File: src/shared/cmm_pkg.sv
`default_nettype none
package cmm_pkg;
    // channel and unit layout
    localparam int NUM_CH      = 4;
    localparam int CH_PER_UNIT = 2;
    localparam int NUM_UNIT    = 2;
    localparam int CNT_W       = 16;
    localparam int PRE_W       = 9;
    localparam int ADDR_W      = 8;
    // per-channel window: channel in addr[5:4], register in addr[3:2]
    localparam logic [1:0] REG_CTRL  = 2'h0;
    localparam logic [1:0] REG_CONST = 2'h1;
    localparam logic [1:0] REG_COUNT = 2'h2;
    localparam logic [1:0] REG_STAT  = 2'h3;
    // global registers
    localparam logic [7:0] OFS_UNIT_STOP  = 8'h40;
    localparam logic [7:0] OFS_IRQ_STATUS = 8'h44;
    localparam logic [7:0] OFS_IRQ_CLEAR  = 8'h48;
    localparam logic [7:0] OFS_IRQ_ENABLE = 8'h4c;
    localparam logic [7:0] OFS_LAST       = 8'h4c;
    // prescaler terminal counts for /8, /32, /128, /512
    localparam logic [8:0] PRE_LAST_8   = 9'h007;
    localparam logic [8:0] PRE_LAST_32  = 9'h01f;
    localparam logic [8:0] PRE_LAST_128 = 9'h07f;
    localparam logic [8:0] PRE_LAST_512 = 9'h1ff;
    // reset values
    localparam logic [15:0] CONST_RESET = 16'hffff;
    localparam logic [1:0]  STOP_RESET  = 2'h0;
    localparam logic [3:0]  IEN_RESET   = 4'h0;
    // bus answers
    localparam logic [1:0] RESP_OKAY   = 2'h0;
    localparam logic [1:0] RESP_SLVERR = 2'h2;

    typedef enum logic [1:0] {DIV_8, DIV_32, DIV_128, DIV_512} cmm_div_t;
    typedef enum logic [1:0] {TRIG_NONE, TRIG_DMA, TRIG_DTC, TRIG_RSVD} cmm_trig_t;

    // control word: start bit 0, one-shot bit 1, divider 3:2, trigger 5:4
    typedef struct packed {
        cmm_trig_t trig;
        cmm_div_t  div;
        logic      oneShot;
        logic      start;
    } cmm_chcfg_t;
    localparam cmm_chcfg_t CFG_RESET = '0;

    // last prescaler count for a divider choice
    function automatic logic [8:0] cmm_pre_last(input cmm_div_t d);
        case (d)
            DIV_8:   return PRE_LAST_8;
            DIV_32:  return PRE_LAST_32;
            DIV_128: return PRE_LAST_128;
            default: return PRE_LAST_512;
        endcase
    endfunction

    // byte-strobe merge of a write into an old word
    function automatic logic [31:0] cmm_merge(input logic [31:0] old, input logic [31:0] nw,
                                              input logic [3:0] strb);
        logic [31:0] r;
        r = old;
        for (int b = 0; b < 4; b++) begin
            if (strb[b]) r[b*8 +: 8] = nw[b*8 +: 8];
        end
        return r;
    endfunction
endpackage
`default_nettype wire

File: src/design/cmm_channel.sv
`timescale 1ns/10ps
`default_nettype none
module cmm_channel
    import cmm_pkg::*;
#(
    parameter int CW = CNT_W
) (
    input  wire logic          sys_clk,
    input  wire logic          rstn,
    input  wire logic          run,       // start set and unit not stopped
    input  wire cmm_div_t      div,       // divider choice
    input  wire logic [CW-1:0] compare,   // compare constant
    input  wire logic          cntWrEn,   // software write of the count
    input  wire logic [CW-1:0] cntWrData, // value written
    output logic      [CW-1:0] count,     // live count value
    output logic               match      // one-cycle match pulse
);
    logic [PRE_W-1:0] preCount;   // prescaler of the bus clock
    logic [CW-1:0]    next_count; // count after this edge
    wire              tick;       // one divided count clock
    wire              hit;        // count equals constant on a tick

    // prescaler wraps at the selected terminal count
    assign tick = run && (preCount == cmm_pre_last(div));
    assign hit  = tick && (count == compare);

    // prescaler is held at zero while stopped
    always_ff @(posedge sys_clk or negedge rstn) begin
        if (!rstn) preCount <= '0;
        else if (!run || tick) preCount <= '0;
        else preCount <= preCount + 9'h001;
    end

    // write equal to the constant lands as zero match clears
    always_comb begin
        next_count = count;
        if (cntWrEn) next_count = (cntWrData == compare) ? '0 : cntWrData;
        else if (hit) next_count = '0;
        else if (tick) next_count = count + 16'h0001;
    end

    // count and match pulse registers
    always_ff @(posedge sys_clk or negedge rstn) begin
        if (!rstn) begin
            count <= '0;
            match <= 1'b0;
        end else begin
            count <= next_count;
            match <= hit && !cntWrEn;
        end
    end

    a_match_clear: assert property (@(posedge sys_clk) disable iff (!rstn)
        hit && !cntWrEn |=> count == '0 && match)
        else $error("count did not clear on match");
    a_stop_hold: assert property (@(posedge sys_clk) disable iff (!rstn)
        !run && !cntWrEn |=> $stable(count))
        else $error("count moved while stopped");
    a_write_equal: assert property (@(posedge sys_clk) disable iff (!rstn)
        cntWrEn && cntWrData == compare |=> count == '0)
        else $error("equal write did not give zero");
    a_tick_space: assert property (@(posedge sys_clk) disable iff (!rstn)
        tick |=> !tick [*7])
        else $error("count clocks closer than eight cycles");
    c_match_seen: cover property (@(posedge sys_clk) disable iff (!rstn) match);
endmodule
`default_nettype wire

File: src/design/cmm_top.sv
`timescale 1ns/10ps
`default_nettype none
module cmm_top
    import cmm_pkg::*;
(
    input  wire logic              sys_clk,
    input  wire logic              rstn,
    input  wire logic [ADDR_W-1:0] s_axi_awaddr,
    input  wire logic              s_axi_awvalid,
    output logic                   s_axi_awready,
    input  wire logic [31:0]       s_axi_wdata,
    input  wire logic [3:0]        s_axi_wstrb,
    input  wire logic              s_axi_wvalid,
    output logic                   s_axi_wready,
    output logic [1:0]             s_axi_bresp,
    output logic                   s_axi_bvalid,
    input  wire logic              s_axi_bready,
    input  wire logic [ADDR_W-1:0] s_axi_araddr,
    input  wire logic              s_axi_arvalid,
    output logic                   s_axi_arready,
    output logic [31:0]            s_axi_rdata,
    output logic [1:0]             s_axi_rresp,
    output logic                   s_axi_rvalid,
    input  wire logic              s_axi_rready,
    output logic                   irq,
    output logic [NUM_CH-1:0]      dmaReq,
    output logic [NUM_CH-1:0]      dtcReq
);
    // software-visible state and per-channel internal strobes
    cmm_chcfg_t          cfg      [NUM_CH]; // control words
    logic [CNT_W-1:0]    compare  [NUM_CH]; // compare constants
    logic [CNT_W-1:0]    chCount  [NUM_CH]; // live counts
    logic [NUM_UNIT-1:0] unitStop;          // module stop per unit
    logic [NUM_CH-1:0]   matchFlag;         // clear-on-read match flags
    logic [NUM_CH-1:0]   irqStatus;         // sticky interrupt status
    logic [NUM_CH-1:0]   irqEnable;         // interrupt enables
    logic [NUM_CH-1:0]   matchEv;           // match pulses from channels
    logic [NUM_CH-1:0]   cntWrEn;           // count write strobes
    logic [NUM_CH-1:0]   chRun;             // channel is counting

    // write channel holding registers
    logic [ADDR_W-1:0] awAddr;   // captured write address
    logic              awHeld;   // address captured
    logic [31:0]       wData;    // captured write data
    logic [3:0]        wStrb;    // captured strobes
    logic              wHeld;    // data captured

    // write decode
    wire              doWrite = awHeld && wHeld && !s_axi_bvalid;
    wire              wIsCh   = (awAddr[7:6] == 2'h0);
    wire [1:0]        wCh     = awAddr[5:4];
    wire [1:0]        wReg    = awAddr[3:2];
    wire              wOk     = wIsCh || (awAddr <= OFS_LAST);
    wire              wStop   = doWrite && (awAddr == OFS_UNIT_STOP);
    wire              wIclr   = doWrite && (awAddr == OFS_IRQ_CLEAR);
    wire              wIen    = doWrite && (awAddr == OFS_IRQ_ENABLE);
    wire [31:0]       wMasked = cmm_merge(32'h0000_0000, wData, wStrb);

    // read decode
    wire              arTake  = s_axi_arvalid && s_axi_arready;
    wire              rIsCh   = (s_axi_araddr[7:6] == 2'h0);
    wire [1:0]        rCh     = s_axi_araddr[5:4];
    wire [1:0]        rReg    = s_axi_araddr[3:2];
    wire              rOk     = rIsCh || (s_axi_araddr <= OFS_LAST);
    wire [31:0]       rChWord = (rReg == REG_CTRL)  ? {26'h0, cfg[rCh]} :
                                (rReg == REG_CONST) ? {16'h0, compare[rCh]} :
                                (rReg == REG_COUNT) ? {16'h0, chCount[rCh]} :
                                                      {31'h0, matchFlag[rCh]};
    wire [31:0]       rGlob   = (s_axi_araddr == OFS_UNIT_STOP)  ? {30'h0, unitStop} :
                                (s_axi_araddr == OFS_IRQ_STATUS) ? {28'h0, irqStatus} :
                                (s_axi_araddr == OFS_IRQ_ENABLE) ? {28'h0, irqEnable} :
                                                                   32'h0000_0000;
    wire [31:0]       rWord   = !rOk ? 32'h0000_0000 : (rIsCh ? rChWord : rGlob);
    wire              rStat   = arTake && rIsCh && (rReg == REG_STAT);
    wire [NUM_CH-1:0] rdClr   = rStat ? (4'h1 << rCh) : 4'h0;

    // handshake outputs
    assign s_axi_awready = !awHeld && !s_axi_bvalid;
    assign s_axi_wready  = !wHeld && !s_axi_bvalid;
    assign s_axi_arready = !s_axi_rvalid;

    // interrupt is a level of enabled sticky bits
    assign irq = |(irqStatus & irqEnable);

    // one channel per index, run gated by its unit's stop
    genvar gi;
    generate
        for (gi = 0; gi < NUM_CH; gi++) begin : g_ch
            assign chRun[gi]   = cfg[gi].start && !unitStop[gi / CH_PER_UNIT];
            assign cntWrEn[gi] = doWrite && wIsCh && (wCh == gi) && (wReg == REG_COUNT);
            cmm_channel #(
                .CW(CNT_W)
            ) u_ch (
                .sys_clk   (sys_clk),
                .rstn      (rstn),
                .run       (chRun[gi]),
                .div       (cfg[gi].div),
                .compare   (compare[gi]),
                .cntWrEn   (cntWrEn[gi]),
                .cntWrData (wData[CNT_W-1:0]),
                .count     (chCount[gi]),
                .match     (matchEv[gi])
            );
        end
    endgenerate

    // capture write address and data in either order
    always_ff @(posedge sys_clk or negedge rstn) begin
        if (!rstn) begin
            awHeld <= 1'b0;
            wHeld  <= 1'b0;
            awAddr <= '0;
            wData  <= '0;
            wStrb  <= '0;
        end else if (doWrite) begin
            awHeld <= 1'b0;
            wHeld  <= 1'b0;
        end else begin
            if (s_axi_awvalid && s_axi_awready) begin
                awHeld <= 1'b1;
                awAddr <= s_axi_awaddr;
            end
            if (s_axi_wvalid && s_axi_wready) begin
                wHeld <= 1'b1;
                wData <= s_axi_wdata;
                wStrb <= s_axi_wstrb;
            end
        end
    end

    // write response one cycle after both halves are held
    always_ff @(posedge sys_clk or negedge rstn) begin
        if (!rstn) begin
            s_axi_bvalid <= 1'b0;
            s_axi_bresp  <= RESP_OKAY;
        end else if (doWrite) begin
            s_axi_bvalid <= 1'b1;
            s_axi_bresp  <= wOk ? RESP_OKAY : RESP_SLVERR;
        end else if (s_axi_bready) begin
            s_axi_bvalid <= 1'b0;
        end
    end

    // read data registered one cycle after the address
    always_ff @(posedge sys_clk or negedge rstn) begin
        if (!rstn) begin
            s_axi_rvalid <= 1'b0;
            s_axi_rdata  <= '0;
            s_axi_rresp  <= RESP_OKAY;
        end else if (arTake) begin
            s_axi_rvalid <= 1'b1;
            s_axi_rdata  <= rWord;
            s_axi_rresp  <= rOk ? RESP_OKAY : RESP_SLVERR;
        end else if (s_axi_rready) begin
            s_axi_rvalid <= 1'b0;
        end
    end

    // control words and constants; one-shot self-stop wins over writes
    always_ff @(posedge sys_clk or negedge rstn) begin
        if (!rstn) begin
            for (int i = 0; i < NUM_CH; i++) begin
                cfg[i]     <= CFG_RESET;
                compare[i] <= CONST_RESET;
            end
        end else begin
            for (int i = 0; i < NUM_CH; i++) begin
                if (doWrite && wIsCh && wCh == i && wReg == REG_CTRL)
                    cfg[i] <= cmm_chcfg_t'(6'(cmm_merge({26'h0, cfg[i]}, wData, wStrb)));
                if (doWrite && wIsCh && wCh == i && wReg == REG_CONST)
                    compare[i] <= CNT_W'(cmm_merge({16'h0, compare[i]}, wData, wStrb));
                if (matchEv[i] && cfg[i].oneShot)
                    cfg[i].start <= 1'b0;
            end
        end
    end

    // unit stop and interrupt enable registers
    always_ff @(posedge sys_clk or negedge rstn) begin
        if (!rstn) begin
            unitStop  <= STOP_RESET;
            irqEnable <= IEN_RESET;
        end else begin
            if (wStop) unitStop <= NUM_UNIT'(cmm_merge({30'h0, unitStop}, wData, wStrb));
            if (wIen) irqEnable <= NUM_CH'(cmm_merge({28'h0, irqEnable}, wData, wStrb));
        end
    end

    // sticky flags: a match in the clearing cycle survives
    always_ff @(posedge sys_clk or negedge rstn) begin
        if (!rstn) begin
            matchFlag <= '0;
            irqStatus <= '0;
        end else begin
            matchFlag <= (matchFlag & ~rdClr) | matchEv;
            irqStatus <= (irqStatus & ~(wIclr ? wMasked[NUM_CH-1:0] : 4'h0)) | matchEv;
        end
    end

    // transfer-controller activation pulses per trigger choice
    always_ff @(posedge sys_clk or negedge rstn) begin
        if (!rstn) begin
            dmaReq <= '0;
            dtcReq <= '0;
        end else begin
            for (int i = 0; i < NUM_CH; i++) begin
                dmaReq[i] <= matchEv[i] && (cfg[i].trig == TRIG_DMA);
                dtcReq[i] <= matchEv[i] && (cfg[i].trig == TRIG_DTC);
            end
        end
    end

    a_oneshot_stop: assert property (@(posedge sys_clk) disable iff (!rstn)
        matchEv[0] && cfg[0].oneShot |=> !cfg[0].start ##1 !matchEv[0] [*8])
        else $error("one-shot channel kept running");
    a_irq_raise: assert property (@(posedge sys_clk) disable iff (!rstn)
        matchEv[2] && irqEnable[2] && !wIen |=> irq)
        else $error("enabled match gave no interrupt");
    a_dma_route: assert property (@(posedge sys_clk) disable iff (!rstn)
        matchEv[0] && cfg[0].trig == TRIG_DMA |=> dmaReq[0] && !dtcReq[0])
        else $error("dma request missing on match");
    a_dtc_route: assert property (@(posedge sys_clk) disable iff (!rstn)
        !matchEv[3] |=> !dtcReq[3] && !dmaReq[3])
        else $error("transfer request without match");
    a_flag_set: assert property (@(posedge sys_clk) disable iff (!rstn)
        matchEv[0] |=> matchFlag[0] && irqStatus[0])
        else $error("match flag not set");
    a_unit_stop: assert property (@(posedge sys_clk) disable iff (!rstn)
        unitStop[1] && !cntWrEn[2] && !cntWrEn[3] |=> $stable(chCount[2]) && $stable(chCount[3]))
        else $error("stopped unit kept counting");
    a_write_resp: assert property (@(posedge sys_clk) disable iff (!rstn)
        doWrite |=> s_axi_bvalid)
        else $error("write answer late");

    c_oneshot: cover property (@(posedge sys_clk) disable iff (!rstn) matchEv[0] && cfg[0].oneShot);
    c_irq: cover property (@(posedge sys_clk) disable iff (!rstn) $rose(irq));
    c_dma: cover property (@(posedge sys_clk) disable iff (!rstn) dmaReq[0]);
    c_stop: cover property (@(posedge sys_clk) disable iff (!rstn) unitStop[1] && cfg[2].start);
endmodule
`default_nettype wire

File: config.mk
export PLATFORM = sky130hd
export DESIGN_NAME = cmm_top
export DESIGN_NICKNAME = d
export VERILOG_FILES = /design/src/shared/cmm_pkg.sv /design/src/design/cmm_channel.sv /design/src/design/cmm_top.sv
export SDC_FILE = /design/constraint.sdc
export NUM_CORES = 1
export LEC_CHECK = 0
export ABC_AREA = 1
export BUFFER_PORTS_ARGS = -buffer_cell sky130_fd_sc_hd__buf_2
export CAP_MARGIN = 25
export CELL_PAD_IN_SITES_DETAIL_PLACEMENT = 1
export CELL_PAD_IN_SITES_GLOBAL_PLACEMENT = 1
export CORE_MARGIN = 2
export CORE_UTILIZATION = 45
export DETAILED_ROUTE_END_ITERATION = 10
export PLACE_DENSITY_LB_ADDON = 0.05
export SLEW_MARGIN = 20
export SYNTH_ARGS = -nofsm -noshare
export SYNTH_HDL_FRONTEND = slang
export SYNTH_SLANG_ARGS = --single-unit
File: constraint.sdc
create_clock -name sys_clk -period 1.75 [get_ports sys_clk]
set_input_delay 0.35 -clock sys_clk [delete_from_list [all_inputs] [get_ports sys_clk]]
set_output_delay 0.35 -clock sys_clk [all_outputs]
set_load 0.02 [all_outputs]
==> summary.md, run 1 <==
| Metric | Value |
|---|---|
| Compound-Gate Fraction of Synth Area | 0.109 |
| Seq/Total Area, Yosys | 0.401 |
| Total chip power | a little over 30 mW |
| FF+latch count, synth | around 260 |
| RSZ-0062 raised after global routing | true |
| Routed Antenna Nets | 0 |
| Hold Fails Final Rpt | 0 |
| Count leader, synth | nand2_1 |
| Layout cell share with drive strength beyond 1 | 0.316 |
| DP Worst Slack | -0.201 ns |
| Top cells by area, synth | dfrtp_1 (30%), nand2_1 (17%), dfstp_2 (10%) |
| Die width | 196 um |
| Mux cell area share after synthesis | 0.00409 |
| EDFF count, synth | 0 |
| Post-layout nets | ~2800 |
| CP Data Required Time | around 2.2 ns |
| Reg2reg end | g_ch[3].u_ch.count[9]$_DFFE_PN0P_ |
| Crit Path Category | reg -> reg |
| Worst clock skew | roughly 0.021 ns |
| Core area | 0.0364 mm^2 |
| Asr flop ratio synth | 1.00 |
| Gpl congestion | ~0.94 |
| Cell Area, Synth | around 0.017 mm^2 |
| Starting Density | 0.454 |
| Maximum clock path buffer count | 3 |
| Tcrit/Tclk final | 1.22 |
| Crit Path Max Fanout | 5 |
| Grt total ovfl | 0 |
| Routed length per instance | roughly 22 um |
| Clock sink total | 262 |
| CTS tree | done |
| Die Ht | between 150 and 200 um |
| Post-synthesis cell type count | 48 |
| Routed WL | around 72000 um |
| Final Max Tran Viols | 0 |
| Hold depth | 2 |
| Number of DRC markers in iteration 0 | between 1500 and 2000 |
| Critical Path AT | roughly 2.6 ns |
| Worst reg-to-reg path cell count | 9 |
| Instance count on the critical path | 9 |
| Worst-Skew Late Latency | ~0.57 ns |
| Measured slew at the worst slew-check pin | roughly 0.53 ns |
| Hold WS | a little over 0.02 ns |
| Simple-Gate Fraction of Synth Area | 0.328 |
| Final min period | around 2.1 ns |
| CTS root buf | clkbuf_16 |
| CP top delay family | simple AND/OR/NAND/NOR gates |
| R2r setup slk | -0.38 ns |
| Max-slew headroom | 0.643 |
| Synth warn | 0 |
| Synth-to-Final Area Change | 35.7% |
| GRT busiest layer | met2 |
| H-tree Lvls | 2 |
| Post-synth top flop | dfrtp_1 |
| Ports | roughly 110 |
| Drt pass-1 iters | 6 |
| Port-buffer cells | between 70 and 80 |
| Post-synth top area cell | dfrtp_1 |
| Commonest cells in the netlist | nand2_1 (743), nor2_1 (342), inv_1 (269) |
| Cts bufs inserted | 35 |
| DIE AREA | roughly 0.038 mm^2 |
| Syn Area/Cell | 6.83 um^2 |
| Hold Path Class | in -> reg |
| Filler cells | around 4600 |
| Synth Area in XOR/XNOR | 0.0466 |
| Fin worst setup slack | -0.378 ns |
| Main combinational cell family by area after synthesis | simple AND/OR/NAND/NOR gates |
| Dpl cells | 3133 |
| Crit path buf inv count | 1 |
| Failing checks | setup timing |
| Status | finished, violations left |
| Pleak | roughly 11 nW |
| Initial antenna violation count | 1 |
| Crit start category | flip-flop |
| Yosys top cell area share | 0.300 |
| First-pass GRT wire length | a little over 100000 um |
| Ant. Diodes | 0 |
| Number of max-cap violations | 0 |
| R2R Path Start | g_ch[3].u_ch.count[4]$_DFFE_PN0P_ |
| Worst path cell trace | nand2_1, nor2_1, nand2_1, buf_4, o21ai_0, nand2_1, nor2_1, a21oi_2, nor2_1 |
| Setup TNS | -2.90 ns |
| Vias | 18400 |
| Row count | 70 |
| Final setup viols | 52 |
| CP endpoint kind | flip-flop |
| Final non-filler cell total | 3257 |
| Power Density | ~1400 mW/mm^2 |
| DRC Markers | 0 |
| HP Start | s_axi_awaddr[6] |
| Met3 Use GR | 0.0411 |
| Worst path slowest cell | dfrtp_1 |
| WHS Endpoint | awAddr[6]$_DFFE_PN0P_ |
| Global routing usage on met1 | 0.462 |
| Avg Vias per Cell | between 5 and 6 |
| Pin count of the biggest net entering global routing | 40 |
| Global Route Usage Sum | 0.340 |
| Max VDD drop | 1040 uV |
| Post-Synth Adder-Cell Area | 0.00605 |
| DP Wirelength | 48200 um |
| Crit-path max cell delay | around 0.48 ns |
| Cells after Synth | 2420 |
| Met2 GRT Util | 0.574 |
| Maximum clock rate | roughly 470 MHz |
| Vias in the first global route | 18400 |
| Worst-path clk slew | 0.06 ns |
## what timing repair did
action	in CTS	in global routing
resized for setup	64	362
gates cloned	2	10
hold buffers	3	0
endpoints found under the hold margin	23	0
buffers inserted	8	37
pin swaps	19	105
setup endpoints to repair	67	87
## routing by layer
layer / wire length [um] / part of all wire
met5: 13 / 0.00018
met4: 2670 / 0.037
met3: 4120 / 0.057
met2: 35000 / 0.48
met1: 30500 / 0.42
## registers in the layout, indices dropped and copies added, names as in the netlist, 2 cells and up
register / count
awAddr: 8
cfg: 24
compare: 64
dmaReq: 4
dtcReq: 4
g_ch.u_ch.count: 64
g_ch.u_ch.match: 4
g_ch.u_ch.preCount: 36
irqEnable: 4
irqStatus: 4
matchFlag: 4
s_axi_rdata: 16
unitStop: 2
wData: 16
wStrb: 2
## kinds of logic after synthesis
group,count (synthesis)
compound gates,331
xor+xnor,88
fa+ha+maj,8
buf+inv,400
flops,262
mux,6
other cells,1
simple gates,1324
## stage by stage
stage	util	area (um^2)
final	0.616	22400
after global routing	0.616	22400
after CTS	0.569	20700
after detailed placement	0.529	19300
after global placement	0.529	19300
after floorplan	-	16600
## cell usage in the layout (no fill, tap or decap), types with 6 or more instances in the layout
master | netlist | layout
a21oi_1 | 81 | 54
a21oi_2 | 1 | 27
buf_12 | 0 | 29
buf_2 | 49 | 69
buf_4 | 25 | 265
buf_6 | 10 | 22
clkbuf_1 | 25 | 11
clkbuf_16 | 0 | 46
conb_1 | 1 | 18
dfrtp_1 | 198 | 178
dfrtp_2 | 0 | 20
dfstp_2 | 64 | 64
inv_1 | 269 | 226
inv_2 | 16 | 55
mux2_2 | 6 | 6
nand2_1 | 743 | 646
nand2_2 | 8 | 85
nand2_4 | 2 | 22
nand3_1 | 118 | 81
nand3_2 | 6 | 25
nand3_4 | 0 | 18
nand4_1 | 40 | 40
nor2_1 | 342 | 274
nor2_2 | 6 | 47
nor2_4 | 1 | 28
nor3_1 | 45 | 42
o2111ai_1 | 11 | 11
o21ai_0 | 146 | 137
o21ai_1 | 36 | 37
o21ai_2 | 0 | 8
o22ai_1 | 41 | 41
xnor2_1 | 20 | 18
xor2_1 | 68 | 66
## area by class of cell
type	instances	area (um^2)	area share
Inverter	286	1090	0.0485
Clock inverter	12	188	0.00836
Multi-Input combinational cell	1777	9440	0.421
Timing Repair Buffer	400	3470	0.155
Tap cell	468	586	0.0261
Clock buffer	52	1010	0.0450
Sequential cell	262	6660	0.297
## worst reg2reg max path, stage by stage (launching register included)
cell and delay (ns):
dfrtp_1 0.48, nand2_1 0.18, nor2_1 0.28, nand2_1 0.15, buf_4 0.17, o21ai_0 0.15
nand2_1 0.07, nor2_1 0.12, a21oi_2 0.12, nor2_1 0.28
## where the power goes
part	leakage [nW]	total (mW)	switching [mW]	internal, mW
logic	6.83	13.5	8.25	5.21
registers	3.26	9.33	1.78	7.55
clock network	0.577	7.69	3.06	4.63
## worst max-delay path by stage
stage / startpoint / endpoint / slack (ns)
floorplan: s_axi_bvalid$_DFFE_PN0P_ / g_ch[3].u_ch.count[9]$_DFFE_PN0P_ / 0.08
detailed placement: g_ch[3].u_ch.preCount[0]$_DFF_PN0_ / g_ch[3].u_ch.count[7]$_DFFE_PN0P_ / -0.20
global route: g_ch[3].u_ch.count[4]$_DFFE_PN0P_ / g_ch[3].u_ch.count[9]$_DFFE_PN0P_ / -0.55
global placement: s_axi_araddr[5] / s_axi_rdata[3]$_DFFE_PN0P_ / -0.18
CTS: g_ch[2].u_ch.preCount[1]$_DFF_PN0_ / g_ch[2].u_ch.count[7]$_DFFE_PN0P_ / -0.003
finish: g_ch[3].u_ch.count[4]$_DFFE_PN0P_ / g_ch[3].u_ch.count[9]$_DFFE_PN0P_ / -0.38
No activity file was read; power rests on OpenSTA's default activity.
==> inputs of run 2 (changes only) <==
--- a/config.mk
+++ b/config.mk
@@ -14,7 +14,9 @@
 export CORE_UTILIZATION = 45
 export DETAILED_ROUTE_END_ITERATION = 10
 export PLACE_DENSITY_LB_ADDON = 0.05
+export REMOVE_ABC_BUFFERS = 1
 export SLEW_MARGIN = 20
 export SYNTH_ARGS = -nofsm -noshare
 export SYNTH_HDL_FRONTEND = slang
 export SYNTH_SLANG_ARGS = --single-unit
+export TNS_END_PERCENT = 1
==> run 2 against run 1 <==
  * The flow still finishes with violations (setup timing)
  * Sequential share of layout area is 1.9 points higher
  * Combinational power down 10%
  * Via count shrank 4.8%
  * Sequential power decreased by 2%
  * Clock power down 9.1%
  * Largest cell class unchanged
  * Critical path depth grew 3
  * Global-route usage fell by 0.38 points
  * Largest power group unchanged
  * Sequential cell count unchanged
==> summary.md, run 2 (synthesis gave the netlist of run 1 again) <==
| Metric | Value |
|---|---|
| Worst path slowest cell | dfrtp_1 (unchanged) |
| Filler cells | 4773 (was 4632) |
| DP Wirelength | 48200 um (about the same) |
| Instance count on the critical path | 12 (was 9) |
| Avg Vias per Cell | 5.43 (was 5.65) |
| Hold WS | 0.0321 ns (was 0.0205 ns) |
| Worst-Skew Late Latency | 0.56 ns (was 0.57 ns) |
| Biggest regs | compare: 64 flops, g_ch.u_ch.count: 64 flops, g_ch.u_ch.preCount: 36 flops (unchanged) |
| Ports | 109 (unchanged) |
| Most common cell after layout, fill and taps aside | nand2_1 (unchanged) |
| Routed length per instance | 20.3 um (was 22.2 um) |
| Worst-path clk slew | 0.06 ns (about the same) |
| Commonest cells after routing, fill and taps aside | nand2_1 (714), nor2_1 (314), buf_4 (257) (was nand2_1 (646), nor2_1 (274), buf_4 (265)) |
| Global Route Usage Sum | 0.336 (was 0.340) |
| Core area | 0.0364 mm^2 (unchanged) |
| CTS tree | done (unchanged) |
| Post-layout nets | 2800 (was 2829) |
| Final Max Tran Viols | 0 (unchanged) |
| Pleak | 10.3 nW (was 10.7 nW) |
| Crit Path Max Fanout | 8 (was 5) |
| DRC Markers | 0 (unchanged) |
| Crit start category | flip-flop (unchanged) |
| Hold depth | 2 (unchanged) |
| Clock sink total | 262 (unchanged) |
| Ant. Diodes | 0 (unchanged) |
| Routed WL | 65500 um (was 72300 um) |
| Vias | 17500 (was 18400) |
| Multi-input combinational cell area | 0.00859 mm^2 (was 0.00944 mm^2) |
| Maximum clock path buffer count | 3 (unchanged) |
| DP Worst Slack | -0.250 ns (was -0.201 ns) |
| Post-placement cell area | 0.0193 mm^2 (about the same) |
| CP Data Required Time | 2.19 ns (was 2.18 ns) |
| Cts bufs inserted | 34 (was 35) |
| Hold Fails Final Rpt | 0 (unchanged) |
| Status | finished, violations left (unchanged) |
| DIE AREA | 0.0383 mm^2 (unchanged) |
| Routed Antenna Nets | 0 (unchanged) |
| H-tree Lvls | 2 (unchanged) |
| Layout cell share with drive strength beyond 1 | 0.236 (was 0.316) |
| Die width | 196 um (unchanged) |
| Synth-to-Final Area Change | 27.5% (was 35.7%) |
| Grt total ovfl | 0 (unchanged) |
| CTS root buf | clkbuf_16 (unchanged) |
| Maximum clock rate | 537 MHz (was 470 MHz) |
| Crit path buf inv count | 3 (was 1) |
| Final min period | 1.86 ns (was 2.13 ns) |
| Tcrit/Tclk final | 1.06 (was 1.22) |
| Worst reg-to-reg path cell count | 12 (was 9) |
| First-pass GRT wire length | 101000 um (about the same) |
| Hold Path Class | in -> reg (unchanged) |
| Initial antenna violation count | 0 (was 1) |
| CP endpoint kind | flip-flop (unchanged) |
| Final setup viols | 46 (was 52) |
| Critical Path AT | 2.30 ns (was 2.56 ns) |
| Max VDD drop | 958 uV (was 1040 uV) |
| Number of DRC markers in iteration 0 | 1126 (was 1516) |
| Most frequent CP cell | nand2_1 |
| Vias in the first global route | 18000 (was 18400) |
| Number of max-cap violations | 0 (unchanged) |
| Die Ht | 196 um (unchanged) |
| Pin count of the biggest net entering global routing | 53 (was 40) |
| RSZ-0062 raised after global routing | true (unchanged) |
| Power Density | 1340 mW/mm^2 (was 1360 mW/mm^2) |
| Fin worst setup slack | -0.113 ns (was -0.378 ns) |
| Gpl congestion | 0.933 (was 0.937) |
| Crit Path Category | reg -> reg (unchanged) |
| Drt pass-1 iters | 7 (was 6) |
| Worst clock skew | 0.0130 ns (was 0.0211 ns) |
| FF/Latch Area | 0.00665 mm^2 (was 0.00666 mm^2) |
| Final core occ | 0.579 (was 0.616) |
| Worst path cell trace | buf_4, nand2_1, nand2_1, nor2_1, nand2_1, nor2_2, nand2_2, clkbuf_16, nand3_1, o21ai_1, inv_1, nand2_1 (was nand2_1, nor2_1, nand2_1, buf_4, o21ai_0, nand2_1, nor2_1, a21oi_2, nor2_1) |
| Crit-path max cell delay | 0.43 ns (was 0.48 ns) |
| Row count | 70 (unchanged) |
| CP top delay family | simple AND/OR/NAND/NOR gates (unchanged) |
| Post-route cell area | 0.0211 mm^2 (was 0.0224 mm^2) |
| Failing checks | setup timing (unchanged) |
| Port-buffer cells | 72 (unchanged) |
| Starting Density | 0.454 (unchanged) |
[run 2: changes by cell type in the layout (fill, tap and decap cells not counted), moves of 23 or more]
cell,delta
inv_1,+27
inv_2,-23
nand2_1,+68
nand2_2,-52
nand3_1,+26
nor2_1,+40
[run 2: power by group]
group          total (mW)  switching (mW)  internal, mW
clock network        6.99            2.93          4.06
logic                12.1            7.35          4.71
registers            9.18            1.65          7.53
total                28.2            11.9          16.3
[run 2: worst reg2reg max path, cell delays in order (launching register included)]
cell       delay (ns)
dfrtp_1          0.43
buf_4            0.18
nand2_1          0.07
nand2_1          0.07
nor2_1           0.19
nand2_1          0.14
nor2_2           0.15
nand2_2          0.12
clkbuf_16        0.19
nand3_1          0.07
o21ai_1          0.06
inv_1            0.05
nand2_1          0.04
[run 2: final timing paths]
path / slack, ns / start / end
min in group asynchronous: 0.31 / rstn / dmaReq[3]$_DFF_PN0_
min: 0.03 / s_axi_awaddr[6] / awAddr[6]$_DFFE_PN0P_
max: -0.11 / wData[10]$_DFFE_PN0P_ / g_ch[2].u_ch.count[11]$_DFFE_PN0P_
max in group asynchronous: 0.76 / rstn / compare[51]$_DFFE_PN1P_
max reg2reg: -0.11 / wData[10]$_DFFE_PN0P_ / g_ch[2].u_ch.count[11]$_DFFE_PN0P_
min reg2reg: 0.46 / cfg[10]$_DFFE_PN0P_ / dtcReq[2]$_DFF_PN0_
[run 2: layout make-up]
type / instances / share of cell area
multi-input cells: 1778 / 0.408
flip-flops and latches: 262 / 0.316
repair buffers: 371 / 0.147
inverters: 286 / 0.0509
clock buffers: 51 / 0.0467
well taps: 468 / 0.0278
clock inverters: 10 / 0.00475
[run 2: timing repair]
item | CTS | global route
pin swaps | 5 | 40
hold endpoints to repair | 34 | 0
resized for setup | 32 | 108
endpoints found under the setup margin | 80 | 123
setup buffers | 1 | 17
hold buffers | 3 | 0
gates cloned | 0 | 8
[run 2: per-layer routing]
metal	GRT usage	vias to the layer above	routed length, um
li1	-	8248	-
met1	0.459	8766	29000
met2	0.565	386	31500
met3	0.0402	118	2870
met4	0.0965	0	2090
met5	0	-	0
[run 2: per-stage QoR]
stage / total power [mW] / instances / TNS, ns
floorplan: 14.5 / 2323 / -19.71
global placement: 19.5 / 3136 / -1.50
detailed placement: 20.0 / 3136 / -5.83
CTS: 27.4 / 3201 / -0.392
global route: 29.8 / 3226 / -10.49
finish: 28.2 / 3226 / -2.50
